## src/hdl/reg_remap_pkg.sv

```systemverilog
// Shared constants and types for the register-set remap and stack pointer block
package reg_remap_pkg;

	// ----------------------------------------------------------------
	// Status word low byte
	// ----------------------------------------------------------------
	localparam int PSW_LOW_W = 8;
	localparam logic [PSW_LOW_W-1:0] PSW_LOW_RESET = 8'h00;
	localparam int RSS_POS = 5;
	localparam int PSW_FIXED_ZERO_POS = 1;

	// ----------------------------------------------------------------
	// General register bank
	// ----------------------------------------------------------------
	localparam int BYTE_W = 8;
	localparam int WORD_W = 16;
	localparam int GPR_WORDS = 8;
	localparam int BYTE_SEL_W = 4;
	localparam int WORD_SEL_W = 3;
	// Offset added to the byte group when the select flag is 1
	localparam logic [BYTE_SEL_W-1:0] RSS1_BYTE_OFS = 4'h4;
	// Offset added to the pair group when the select flag is 1
	localparam logic [WORD_SEL_W-1:0] RSS1_WORD_OFS = 3'h2;
	// Function codes 4..7 (E, D, L, H) sit at R12..R15
	localparam logic [BYTE_SEL_W-1:0] FUNC_BYTE_HIGH_OFS = 4'h8;
	// Function byte codes: 0 aux, 1 accumulator, 2 counter low, 3 counter high
	localparam logic [BYTE_SEL_W-1:0] FUNC_BYTE_REMAP_LAST = 4'h3;
	// Function word codes: 0 accumulator word, 1 counter pair
	localparam logic [WORD_SEL_W-1:0] FUNC_WORD_REMAP_LAST = 3'h1;

	// ----------------------------------------------------------------
	// Stack pointer
	// ----------------------------------------------------------------
	localparam int SP_W = 24;
	localparam logic [SP_W-1:0] STEP_BYTE = 24'h000001;
	localparam logic [SP_W-1:0] STEP_WORD = 24'h000002;

	// ----------------------------------------------------------------
	// Types
	// ----------------------------------------------------------------
	typedef enum logic [1:0] {
		CTX_EXPLICIT = 2'h0,
		CTX_IMPLIED = 2'h1,
		CTX_INDEX = 2'h2,
		CTX_OTHER = 2'h3
	} use_ctx_t;

	typedef enum logic [1:0] {
		OP_ABS_BYTE = 2'h0,
		OP_ABS_WORD = 2'h1,
		OP_FUNC_BYTE = 2'h2,
		OP_FUNC_WORD = 2'h3
	} operand_kind_t;

	typedef enum logic [2:0] {
		ST_IDLE = 3'h1,
		ST_PUSH_WR = 3'h2,
		ST_POP_RD = 3'h4
	} stack_state_t;

endpackage

```

## src/hdl/reg_set_remap_sp.sv

```systemverilog
// Register-set remap of the legacy operand names plus the 24-bit stack pointer
`timescale 1ns/100ps
module reg_set_remap_sp
	import reg_remap_pkg::*;
(
	// Clock and reset
	input wire logic ref_clk,
	input wire logic arst_n,
	// Status word low byte
	input wire logic pswWrEn,
	input wire logic [PSW_LOW_W-1:0] pswWrData,
	output logic [PSW_LOW_W-1:0] status_word_low_byte_r,
	output logic register_set_select_flag_r,
	// General register access
	input wire logic regReq,
	input wire logic regWr,
	input wire operand_kind_t regKind,
	input wire use_ctx_t regCtx,
	input wire logic [BYTE_SEL_W-1:0] regSel,
	input wire logic [WORD_W-1:0] regWrData,
	output logic [WORD_W-1:0] regRdData_r,
	output logic regRdValid_r,
	output logic [BYTE_SEL_W-1:0] regPhysSel_r,
	output logic regPhysWide_r,
	// Stack pointer load
	input wire logic spLoad,
	input wire logic [SP_W-1:0] spLoadData,
	output logic [SP_W-1:0] stack_top_pointer_r,
	// Stack operations
	input wire logic pushReq,
	input wire logic popReq,
	input wire logic stackWide,
	output logic [SP_W-1:0] stackAddr_r,
	output logic stackWrStb_r,
	output logic stackRdStb_r,
	output logic stackWideOut_r,
	output logic stackBusy_r
);

	// ----------------------------------------------------------------
	// Reset release
	// ----------------------------------------------------------------
	logic rstSync1_r;
	logic rstSync2_r;
	logic rstN;

	// Two-stage release so every flop reset by rstN leaves reset on the same edge
	always_ff @(posedge ref_clk or negedge arst_n) begin
		if (!arst_n) begin
			rstSync1_r <= 1'b0;
			rstSync2_r <= 1'b0;
		end else begin
			rstSync1_r <= 1'b1;
			rstSync2_r <= rstSync1_r;
		end
	end

	assign rstN = rstSync2_r;

	// ----------------------------------------------------------------
	// Status word low byte
	// ----------------------------------------------------------------
	logic [PSW_LOW_W-1:0] pswLowNxt;
	logic register_set_select_flag;

	// Fixed-zero bit is forced so a careless write cannot set it
	always_comb begin
		pswLowNxt = pswWrData;
		pswLowNxt[PSW_FIXED_ZERO_POS] = 1'b0;
	end

	// Cleared by reset so the default mapping is in force at start
	always_ff @(posedge ref_clk or negedge rstN) begin
		if (!rstN) begin
			status_word_low_byte_r <= PSW_LOW_RESET;
		end else if (pswWrEn) begin
			status_word_low_byte_r <= pswLowNxt;
		end
	end

	assign register_set_select_flag = status_word_low_byte_r[RSS_POS];

	// Separate copy of the flag for the output port, kept in step with the byte; the decoder reads the bit in the byte
	always_ff @(posedge ref_clk or negedge rstN) begin
		if (!rstN) begin
			register_set_select_flag_r <= PSW_LOW_RESET[RSS_POS];
		end else if (pswWrEn) begin
			register_set_select_flag_r <= pswLowNxt[RSS_POS];
		end
	end

	// ----------------------------------------------------------------
	// Operand remap
	// ----------------------------------------------------------------
	logic remapCtx;
	logic [BYTE_SEL_W-1:0] physByte;
	logic [WORD_SEL_W-1:0] physWord;
	logic physWide;

	// Only the three legacy uses follow the select flag
	assign remapCtx = (regCtx != CTX_OTHER);

	// Function and absolute names to one physical byte or word number
	always_comb begin
		physByte = regSel;
		physWord = regSel[WORD_SEL_W-1:0];
		physWide = 1'b0;
		case (regKind)
			OP_ABS_BYTE: begin
				physByte = regSel;
			end
			OP_ABS_WORD: begin
				physWide = 1'b1;
				physWord = regSel[WORD_SEL_W-1:0];
			end
			OP_FUNC_BYTE: begin
				if (regSel > FUNC_BYTE_REMAP_LAST) begin
					// E, D, L, H do not move with the flag
					physByte = regSel + FUNC_BYTE_HIGH_OFS;
				end else if (register_set_select_flag && remapCtx) begin
					physByte = regSel + RSS1_BYTE_OFS;
				end else begin
					physByte = regSel;
				end
			end
			OP_FUNC_WORD: begin
				physWide = 1'b1;
				if (regSel[WORD_SEL_W-1:0] > FUNC_WORD_REMAP_LAST) begin
					physWord = regSel[WORD_SEL_W-1:0];
				end else if (register_set_select_flag && remapCtx) begin
					physWord = regSel[WORD_SEL_W-1:0] + RSS1_WORD_OFS;
				end else begin
					physWord = regSel[WORD_SEL_W-1:0];
				end
			end
			default: begin
				physByte = regSel;
			end
		endcase
	end

	// ----------------------------------------------------------------
	// Register bank access
	// ----------------------------------------------------------------
	logic [WORD_SEL_W-1:0] bankAddr;
	logic [1:0] bankByteEn;
	logic [WORD_W-1:0] bankWrData;
	logic [WORD_W-1:0] bankRdData;
	logic rdPend_r;
	logic rdWide_r;
	logic rdHigh_r;

	// Byte n lives in word n/2, odd bytes in the upper lane
	always_comb begin
		if (physWide) begin
			bankAddr = physWord;
			bankByteEn = 2'h3;
			bankWrData = regWrData;
		end else begin
			bankAddr = physByte[BYTE_SEL_W-1:1];
			bankByteEn = physByte[0] ? 2'h2 : 2'h1;
			bankWrData = {regWrData[BYTE_W-1:0], regWrData[BYTE_W-1:0]};
		end
	end

	gpr_word_bank bank (
		.clk(ref_clk),
		.wrEn(regReq && regWr),
		.wrByteEn(bankByteEn),
		.wrAddr(bankAddr),
		.wrData(bankWrData),
		.rdEn(regReq && !regWr),
		.rdAddr(bankAddr),
		.rdData_r(bankRdData)
	);

	// Read pipeline tracking which lane to return
	always_ff @(posedge ref_clk or negedge rstN) begin
		if (!rstN) begin
			rdPend_r <= 1'b0;
			rdWide_r <= 1'b0;
			rdHigh_r <= 1'b0;
		end else begin
			rdPend_r <= regReq && !regWr;
			rdWide_r <= physWide;
			rdHigh_r <= physByte[0];
		end
	end

	// Byte reads return in the low lane with the upper byte zero
	always_ff @(posedge ref_clk or negedge rstN) begin
		if (!rstN) begin
			regRdData_r <= 16'h0000;
			regRdValid_r <= 1'b0;
		end else begin
			regRdValid_r <= rdPend_r;
			if (rdPend_r) begin
				if (rdWide_r) begin
					regRdData_r <= bankRdData;
				end else if (rdHigh_r) begin
					regRdData_r <= {8'h00, bankRdData[WORD_W-1:BYTE_W]};
				end else begin
					regRdData_r <= {8'h00, bankRdData[BYTE_W-1:0]};
				end
			end
		end
	end

	// Physical target of the last access, for observation
	always_ff @(posedge ref_clk or negedge rstN) begin
		if (!rstN) begin
			regPhysSel_r <= 4'h0;
			regPhysWide_r <= 1'b0;
		end else if (regReq) begin
			regPhysSel_r <= physWide ? {1'b0, physWord} : physByte;
			regPhysWide_r <= physWide;
		end
	end

	// ----------------------------------------------------------------
	// Stack sequencer
	// ----------------------------------------------------------------
	stack_state_t stackState_r;
	logic [SP_W-1:0] step;
	logic pushTake;
	logic popTake;
	logic loadTake;
	logic popWide_r;

	assign step = stackWide ? STEP_WORD : STEP_BYTE;
	// Load beats push beats pop; requests while busy are dropped
	assign loadTake = (stackState_r == ST_IDLE) && spLoad;
	// No check on the pointer: an undefined pointer is still used
	assign pushTake = (stackState_r == ST_IDLE) && !spLoad && pushReq;
	assign popTake = (stackState_r == ST_IDLE) && !spLoad && !pushReq && popReq;

	// One-cycle write or read phase after each accepted push or pop; a load adds no phase
	always_ff @(posedge ref_clk or negedge rstN) begin
		if (!rstN) begin
			stackState_r <= ST_IDLE;
		end else begin
			case (stackState_r)
				ST_IDLE: begin
					if (pushTake) begin
						stackState_r <= ST_PUSH_WR;
					end else if (popTake) begin
						stackState_r <= ST_POP_RD;
					end
				end
				ST_PUSH_WR: begin
					stackState_r <= ST_IDLE;
				end
				ST_POP_RD: begin
					stackState_r <= ST_IDLE;
				end
				default: begin
					stackState_r <= ST_IDLE;
				end
			endcase
		end
	end

	// Pointer has no reset on purpose: it stays undefined until loaded
	always_ff @(posedge ref_clk) begin
		if (loadTake) begin
			stack_top_pointer_r <= spLoadData;
		end else if (pushTake) begin
			stack_top_pointer_r <= stack_top_pointer_r - step;
		end else if (stackState_r == ST_POP_RD) begin
			stack_top_pointer_r <= stack_top_pointer_r + (popWide_r ? STEP_WORD : STEP_BYTE);
		end
	end

	// Wide flag kept for the increment after the read

	always_ff @(posedge ref_clk or negedge rstN) begin
		if (!rstN) begin
			popWide_r <= 1'b0;
		end else if (popTake) begin
			popWide_r <= stackWide;
		end
	end

	// Address, strobes and width seen by the memory side
	always_ff @(posedge ref_clk or negedge rstN) begin
		if (!rstN) begin
			stackAddr_r <= 24'h000000;
			stackWrStb_r <= 1'b0;
			stackRdStb_r <= 1'b0;
			stackWideOut_r <= 1'b0;
		end else begin
			stackWrStb_r <= pushTake;
			stackRdStb_r <= popTake;
			if (pushTake) begin
				// Write goes to the already decremented address
				stackAddr_r <= stack_top_pointer_r - step;
				stackWideOut_r <= stackWide;
			end else if (popTake) begin
				stackAddr_r <= stack_top_pointer_r;
				stackWideOut_r <= stackWide;
			end
		end
	end

	// Busy while the write or read phase runs
	always_ff @(posedge ref_clk or negedge rstN) begin
		if (!rstN) begin
			stackBusy_r <= 1'b0;
		end else begin
			stackBusy_r <= pushTake || popTake;
		end
	end

endmodule // reg_set_remap_sp

```

## src/hdl/gpr_word_bank.sv

```systemverilog
// General register bank memory: 8 words of 16 bits, byte write enables, registered read
`timescale 1ns/100ps
module gpr_word_bank
	import reg_remap_pkg::*;
(
	// Clock
	input wire logic clk,
	// Write port
	input wire logic wrEn,
	input wire logic [1:0] wrByteEn,
	input wire logic [WORD_SEL_W-1:0] wrAddr,
	input wire logic [WORD_W-1:0] wrData,
	// Read port
	input wire logic rdEn,
	input wire logic [WORD_SEL_W-1:0] rdAddr,
	output logic [WORD_W-1:0] rdData_r
);

	logic [WORD_W-1:0] mem [GPR_WORDS];

	// Byte-lane writes; the bank holds data only, so no reset is needed
	always_ff @(posedge clk) begin
		if (wrEn && wrByteEn[0]) begin
			mem[wrAddr][BYTE_W-1:0] <= wrData[BYTE_W-1:0];
		end
		if (wrEn && wrByteEn[1]) begin
			mem[wrAddr][WORD_W-1:BYTE_W] <= wrData[WORD_W-1:BYTE_W];
		end
	end

	// Registered read, old data on a same-cycle collision
	always_ff @(posedge clk) begin
		if (rdEn) begin
			rdData_r <= mem[rdAddr];
		end
	end

endmodule // gpr_word_bank

```

## config.mk

```make
export PLATFORM = sky130hd
export DESIGN_NAME = reg_set_remap_sp
export DESIGN_NICKNAME = d
export VERILOG_FILES = /design/src/hdl/reg_remap_pkg.sv /design/src/hdl/reg_set_remap_sp.sv /design/src/hdl/gpr_word_bank.sv
export SDC_FILE = /design/constraint.sdc
export NUM_CORES = 1
export LEC_CHECK = 0
export ABC_AREA = 1
export BUFFER_PORTS_ARGS = -buffer_cell sky130_fd_sc_hd__buf_4
export CORE_MARGIN = 2
export CORE_UTILIZATION = 53
export DETAILED_ROUTE_END_ITERATION = 7
export PLACE_DENSITY = 0.77
export SYNTH_ARGS = -nofsm -noshare
export SYNTH_HDL_FRONTEND = slang
export SYNTH_SLANG_ARGS = --single-unit
```

## constraint.sdc

```tcl
create_clock -name ref_clk -period 1.83 [get_ports ref_clk]
set_input_delay 0.366 -clock ref_clk [delete_from_list [all_inputs] [get_ports ref_clk]]
set_output_delay 0.366 -clock ref_clk [all_outputs]
set_load 0.1 [all_outputs]
```

After elaboration in Yosys (flattened, before gate mapping)
Memories as Yosys holds them, arrays and structs flattened. A register that Yosys moved wholly into a read port is not among the register bits.
Index checks and enable logic that the tools add are counted.
Widths: inputs -> output; s select.
{ "op_classes": {"add_sub_neg": 5, "n_lt_le_gt_ge": 2, "n_eq_ne": 7, "muxes": 30, "reduce_logical": 17} }
{ "op_table": {"columns": ["operator", "count"], "rows": [
  ["$mux 24", 5],
  ["$mux 16", 2],
  ["$add 24x2->24", 1],
  ["$sub 24x2->24", 1],
  ["$mux 3", 7],
  ["$mux 4", 4],
  ["$logic_and 1x1->1", 10],
  ["$mux 2", 4],
  ["$mux 8", 1],
  ["$mux 1", 7],
  ["$add 4x3->4 const B", 1],
  ["$add 4x4->4 const B", 1],
  ["$eq 2x2->1 const B", 2],
  ["$gt 4x2->1 const B", 1],
  ["$add 3x2->3 const B", 1],
  ["$eq 3x1->1 const B", 1],
  ["$eq 3x3->1 const B", 1],
  ["$gt 3x1->1 const B", 1],
  ["$logic_not 1->1", 3],
  ["$ne 3x3->1 const B", 1],
  ["$reduce_bool 3->1", 1],
  ["$eq 2x1->1 const B", 1],
  ["$ne 2x2->1 const B", 1],
  ["$reduce_bool 2->1", 1],
  ["other kinds (2)", 2]
]} }
{ "word_totals": {"reg_bits": 91, "ramBits": 128, "word_cells": 81, "memories": 1} }
{ "memory_table": {"columns": ["name", "depth", "width", "read_ports", "rd_ports_with_merged_regs", "write_ports", "line_no", "rtl"], "rows": [
  ["bank.mem", 8, 16, 1, 1, 1, "gpr_word_bank.sv:19", "logic [WORD_W-1:0] mem [GPR_WORDS];"]
]} }

Depth between registers and ports, before layout
{ "depth": {"ltp_word": 10, "ltp_mapped": 14} }

Modules after synthesis
Synthesis repeated with hierarchy kept, for this count alone.
{ "unflattened": {"hier_cells": 1312, "hier_area_um2": 11551.1} }
{ "modules_own_cells": {"columns": ["module", "n_inst", "cells_each", "area_each_um2", "seq_area_each_um2"], "rows": [
  ["gpr_word_bank", 1, 599, 6204.7, 4324.1],
  ["reg_set_remap_sp", 1, 713, 5346.4, 2373.5]
]} }

Worst setup path after synthesis
OpenSTA, ideal clock, no wires.
{ "synth_timing": {"path_type": "register to register", "startpoint": "register stackState_r[1]", "endpoint": "register stack_top_pointer_r[0], enable pin", "setup_time_ns": 0.490, "arrival_ns": 3.270, "setup_slack_ns": -1.930, "stages_incl_launch_ff": 2, "n_path_buf": 0, "synth_period_minus_slack_ns": 3.760, "cell_sequence": "dfrtp_1 > o311ai_0"} }
{ "synth_via": {"elab_chain_cells": 4} }
{ "synth_rtl": {"columns": ["item", "line_no", "rtl"], "rows": [
  ["start, declared", "reg_set_remap_sp.sv:223", "stack_state_t stackState_r;"],
  ["start signal, assigned", "reg_set_remap_sp.sv:240", "stackState_r <= ST_IDLE;"],
  ["start signal, assigned", "reg_set_remap_sp.sv:245", "stackState_r <= ST_PUSH_WR;"],
  ["start signal, assigned", "reg_set_remap_sp.sv:247", "stackState_r <= ST_POP_RD;"],
  ["$eq 3x1->1", "reg_set_remap_sp.sv:232, reg_set_remap_sp.sv:234", null],
  ["$logic_and 1x1->1 (2 in a row)", "reg_set_remap_sp.sv:234", "assign pushTake = (stackState_r == ST_IDLE) && !spLoad && pushReq;"],
  ["$reduce_bool 3->1 (no source line) *", null, null],
  ["end signal, assigned", "reg_set_remap_sp.sv:266", "stack_top_pointer_r <= spLoadData;"],
  ["end signal, assigned", "reg_set_remap_sp.sv:268", "stack_top_pointer_r <= stack_top_pointer_r - step;"],
  ["end signal, assigned", "reg_set_remap_sp.sv:270", "stack_top_pointer_r <= stack_top_pointer_r + (popWide_r ? STEP_WORD : STEP_BYTE);"],
  ["end, declared", "reg_set_remap_sp.sv:28", "output logic [SP_W-1:0] stack_top_pointer_r,"]
]} }
Mark *: on every way between the ends. The rest lies on a longest branch, timed or not.
A chain may end at the register's enable or synchronous reset.

Worst setup path after layout
{ "layout_timing": {"startpoint": "register popWide_r", "endpoint": "register stack_top_pointer_r[20] (data pin)"} }
{ "layout_via": {"elab_chain_cells": 5} }
{ "layout_rtl": {"columns": ["item", "line_no", "rtl"], "rows": [
  ["start, declared", "reg_set_remap_sp.sv:228", "logic popWide_r;"],
  ["start signal, assigned", "reg_set_remap_sp.sv:280", "popWide_r <= stackWide;"],
  ["$mux 2", "reg_set_remap_sp.sv:270", null],
  ["$add 24x2->24", "reg_set_remap_sp.sv:270", null],
  ["$mux 24", "reg_set_remap_sp.sv:269", "end else if (stackState_r == ST_POP_RD) begin"],
  ["$mux 24", "reg_set_remap_sp.sv:267", "end else if (pushTake) begin"],
  ["$mux 24", "reg_set_remap_sp.sv:265", "if (loadTake) begin"]
]} }
No other way between the ends. The select of a mux whose other input is x is not followed.

==> metrics.yaml <==
cts_max_path_buffers: 3
floorplan.rows: 53
gr-total-overflow: 0
grt_pass1_vias: 9713
rsz0062_at_grt: "true"
pin_count: 148
end_kind: "flip-flop"
avgRoutedWirePerCell_um: 18.12
groute.usage.overall: 0.2897
r2r_start: "popWide_r"
synth.cell_area_sq_um: 11310
crit_path_max_fanout: 4
antenna_left: 0
via_count: 9974
syn_to_final_growth_pct: 35.10
grt_pass1_wl_um: 50390
seq_area_sq_um: 6700
slew_viol_final: 0
fin_crit_sh: 1.152
cts_tree: "done"
cpPeakStageDelay_ns: 0.39
crit_path_start_kind: "flip-flop"
power.leakage_nw: 6.843
routed_wl_um: 32790
yosysTopAreaCellShare: 0.4461
htreeDepth: 1
maxCapViolations: 0
cts_sinks: 234
place_ws_ns: -0.4089
die-area_sq_um: 22520
setup_viol: 35
drc: 0
yosys.area.top_type: "edfxtp_1"
fillers: 1446
r2r_end: "stack_top_pointer_r[20]"
worst-slew-pin-transition_ns: 1.111
path_cells: "inv_2 -> ha_4 -> inv_2 -> fa_2 -> inv_2 -> nand2_4 -> nor2_4 -> nand3_2 -> nor2_1 -> nand2_1 -> nand3_1 -> nand2_1 -> nand2_1 -> nand2_1"
hold_depth: 2
synthDistinctLibCells: 39
path_clk_slew_ns: 0.07
ys_ff_latch: 234
antenna_cells: 0
clk_latency_ns: 0.52
layout_commonest_cell: "nand2_1"
path_class: "reg -> reg"
drive_gt1_frac: 0.3018
yosysSeqAreaShare: 0.5922
first_iter_violations: 975
reg2regPathDepth: 14
p_per_area_nw_per_um2: 1180
critPathMostFrequentCell: "nand2_1"
p_total_mw: 18.03
synth.avg_cell_area_sq_um: 8.983
cts_buffers: 24
core-area_sq_um: 20960
placed_area_sq_um: 13720
dieHeight_um: 150.1
slowest_stage: "dfrtp_1"
synth_area_leaders: "edfxtp_1 45%, nand2_1 18%, dfrtp_1 14%"
crit_start: "popWide_r"
required_ns: 2.11
fmax_ghz: 0.4744
reg2reg_slack_ns: -0.28
dr.pass1.iters: 6
initial_core_util: 0.5397
final_util: 0.7292
vdd_drop_max_uv: 763.1
ys_warn_count: 0
die_w_um: 150.1
multi_input_area_sq_um: 4617
gp_congestion: 0.9555
io_buffers: 145
cp-endpoint: "stack_top_pointer_r[20]"
layout_common_cells: "516 x nand2_1, 236 x buf_4, 168 x edfxtp_1"
stdcell_area_sq_um: 15280
syn_nets: 1331
synthCells: 1259
fin_skew_ns: 0.01011
nNetsFinal: 1589
worstPathArrival_ns: 2.39
status: "finished with violations"
antenna_found_initial: 0
maxSlewHeadroom: 0.2592
dpl.hpwl_um: 22620
hold_viol_final: 0
holdWs_ns: 0.06118
cts_root_buffer: "clkbuf_16"
vias_per_cell: 5.514
grt_max_degree: 65
min_path_type: "in -> reg"
timing.final.crit_period_ns: 2.108
violations: "negative setup slack"
worst_slack_ns: -0.2779
## area by class of cell
class                      count  area share
multi-input combinational    897      0.3022
tap                          275     0.02252
inverter                      70     0.01826
timing repair buffer         290      0.1677
sequential                   234      0.4385
clock inverter                17     0.01105
clock buffer                  26     0.03980
## report_power, final
part / internal (mW) / switching (mW) / total (mW)
Clock: 2.82 / 2.02 / 4.84
Sequential: 6.23 / 0.406 / 6.64
Combinational: 1.81 / 4.74 / 6.55
Total: 10.9 / 7.16 / 18.0
## sequential cells by signal, indices dropped and copies added (netlist names), 3 cells and up
name                    flops
stack_top_pointer_r        24
regPhysSel_r                4
status_word_low_byte_r      7
stackState_r                3
stackAddr_r                24
regRdData_r                16
bank.mem                  128
bank.rdData_r              16
## cell usage after synthesis
cell type	n
and2_1	1
nand2_4	1
inv_2	5
edfxtp_1	168
a31oi_1	20
o21ai_2	1
conb_1	2
nor2_2	7
nor2_1	98
fa_1	2
o21ai_0	37
dfrtp_1	65
buf_1	1
buf_6	8
buf_4	10
o211ai_1	18
xor2_1	7
nand3_1	108
inv_4	1
nor3_1	5
nand2_2	3
clkbuf_1	12
nand2_1	540
clkinv_1	2
nand4_1	10
clkbuf_2	2
nor2_4	2
or2_2	2
o311ai_0	1
ha_1	5
nand3_2	2
buf_2	25
nor3_2	5
a21oi_1	8
a21oi_4	1
o21ai_1	4
inv_1	62
mux2_2	7
dfstp_2	1
## critical path, delay by kind of cell (launching register included)
family / cells / cell delay, ns
flops: 1 / 0.39
buf+inv: 3 / 0.20
fa+ha+maj: 2 / 0.50
simple gates: 9 / 0.75
## worst min-delay path by stage
stage             from               to
2_1_floorplan   arst_n             rstN
3_3_place_gp    arst_n       rstSync1_r
3_5_place_dp    arst_n       rstSync1_r
4_1_cts        pushReq  stackState_r[2]
5_1_grt        pushReq  stackState_r[2]
6_report       pushReq  stackState_r[2]
## repair_timing
action | 4_1_cts | 5_1_grt
pin swaps | 31 | 24
hold buffers | 2 | 0
setup buffers | 23 | 12
resized for setup | 51 | 58
endpoints found under the hold margin | 3 | 0
gates cloned | 1 | 4
endpoints found under the setup margin | 110 | 163
## layer usage
metal / share of wire / track usage / vias to the layer above / routed length, um
met4: 0.044 / 0.1127 / 0 / 1437
met1: 0.38 / 0.3799 / 4665 / 12350
met3: 0.096 / 0.04146 / 112 / 3140
met5: 0 / 0 / - / 0
li1: - / - / 4680 / -
met2: 0.48 / 0.4893 / 517 / 15860
## cell families (layout without fill, tap and decap cells)
family	after synthesis	count (layout)	synth area share
compound gates	90	90	0.04768
fa+ha+maj	7	7	0.009072
flops	234	234	0.5922
xor+xnor	7	7	0.005421
mux	7	7	0.006970
other cells	2	2	0.0006640
buf+inv	128	403	0.05432
simple gates	784	784	0.2837
## metrics by stage
stage / setup TNS [ns] / instances
floorplan: -51.47 / 1259
global placement: -42.56 / 1729
detailed placement: -57.80 / 1729
CTS: -3.160 / 1797
global route: -8.833 / 1809
finish: -4.912 / 1809
(Power assumes the default switching activity.)
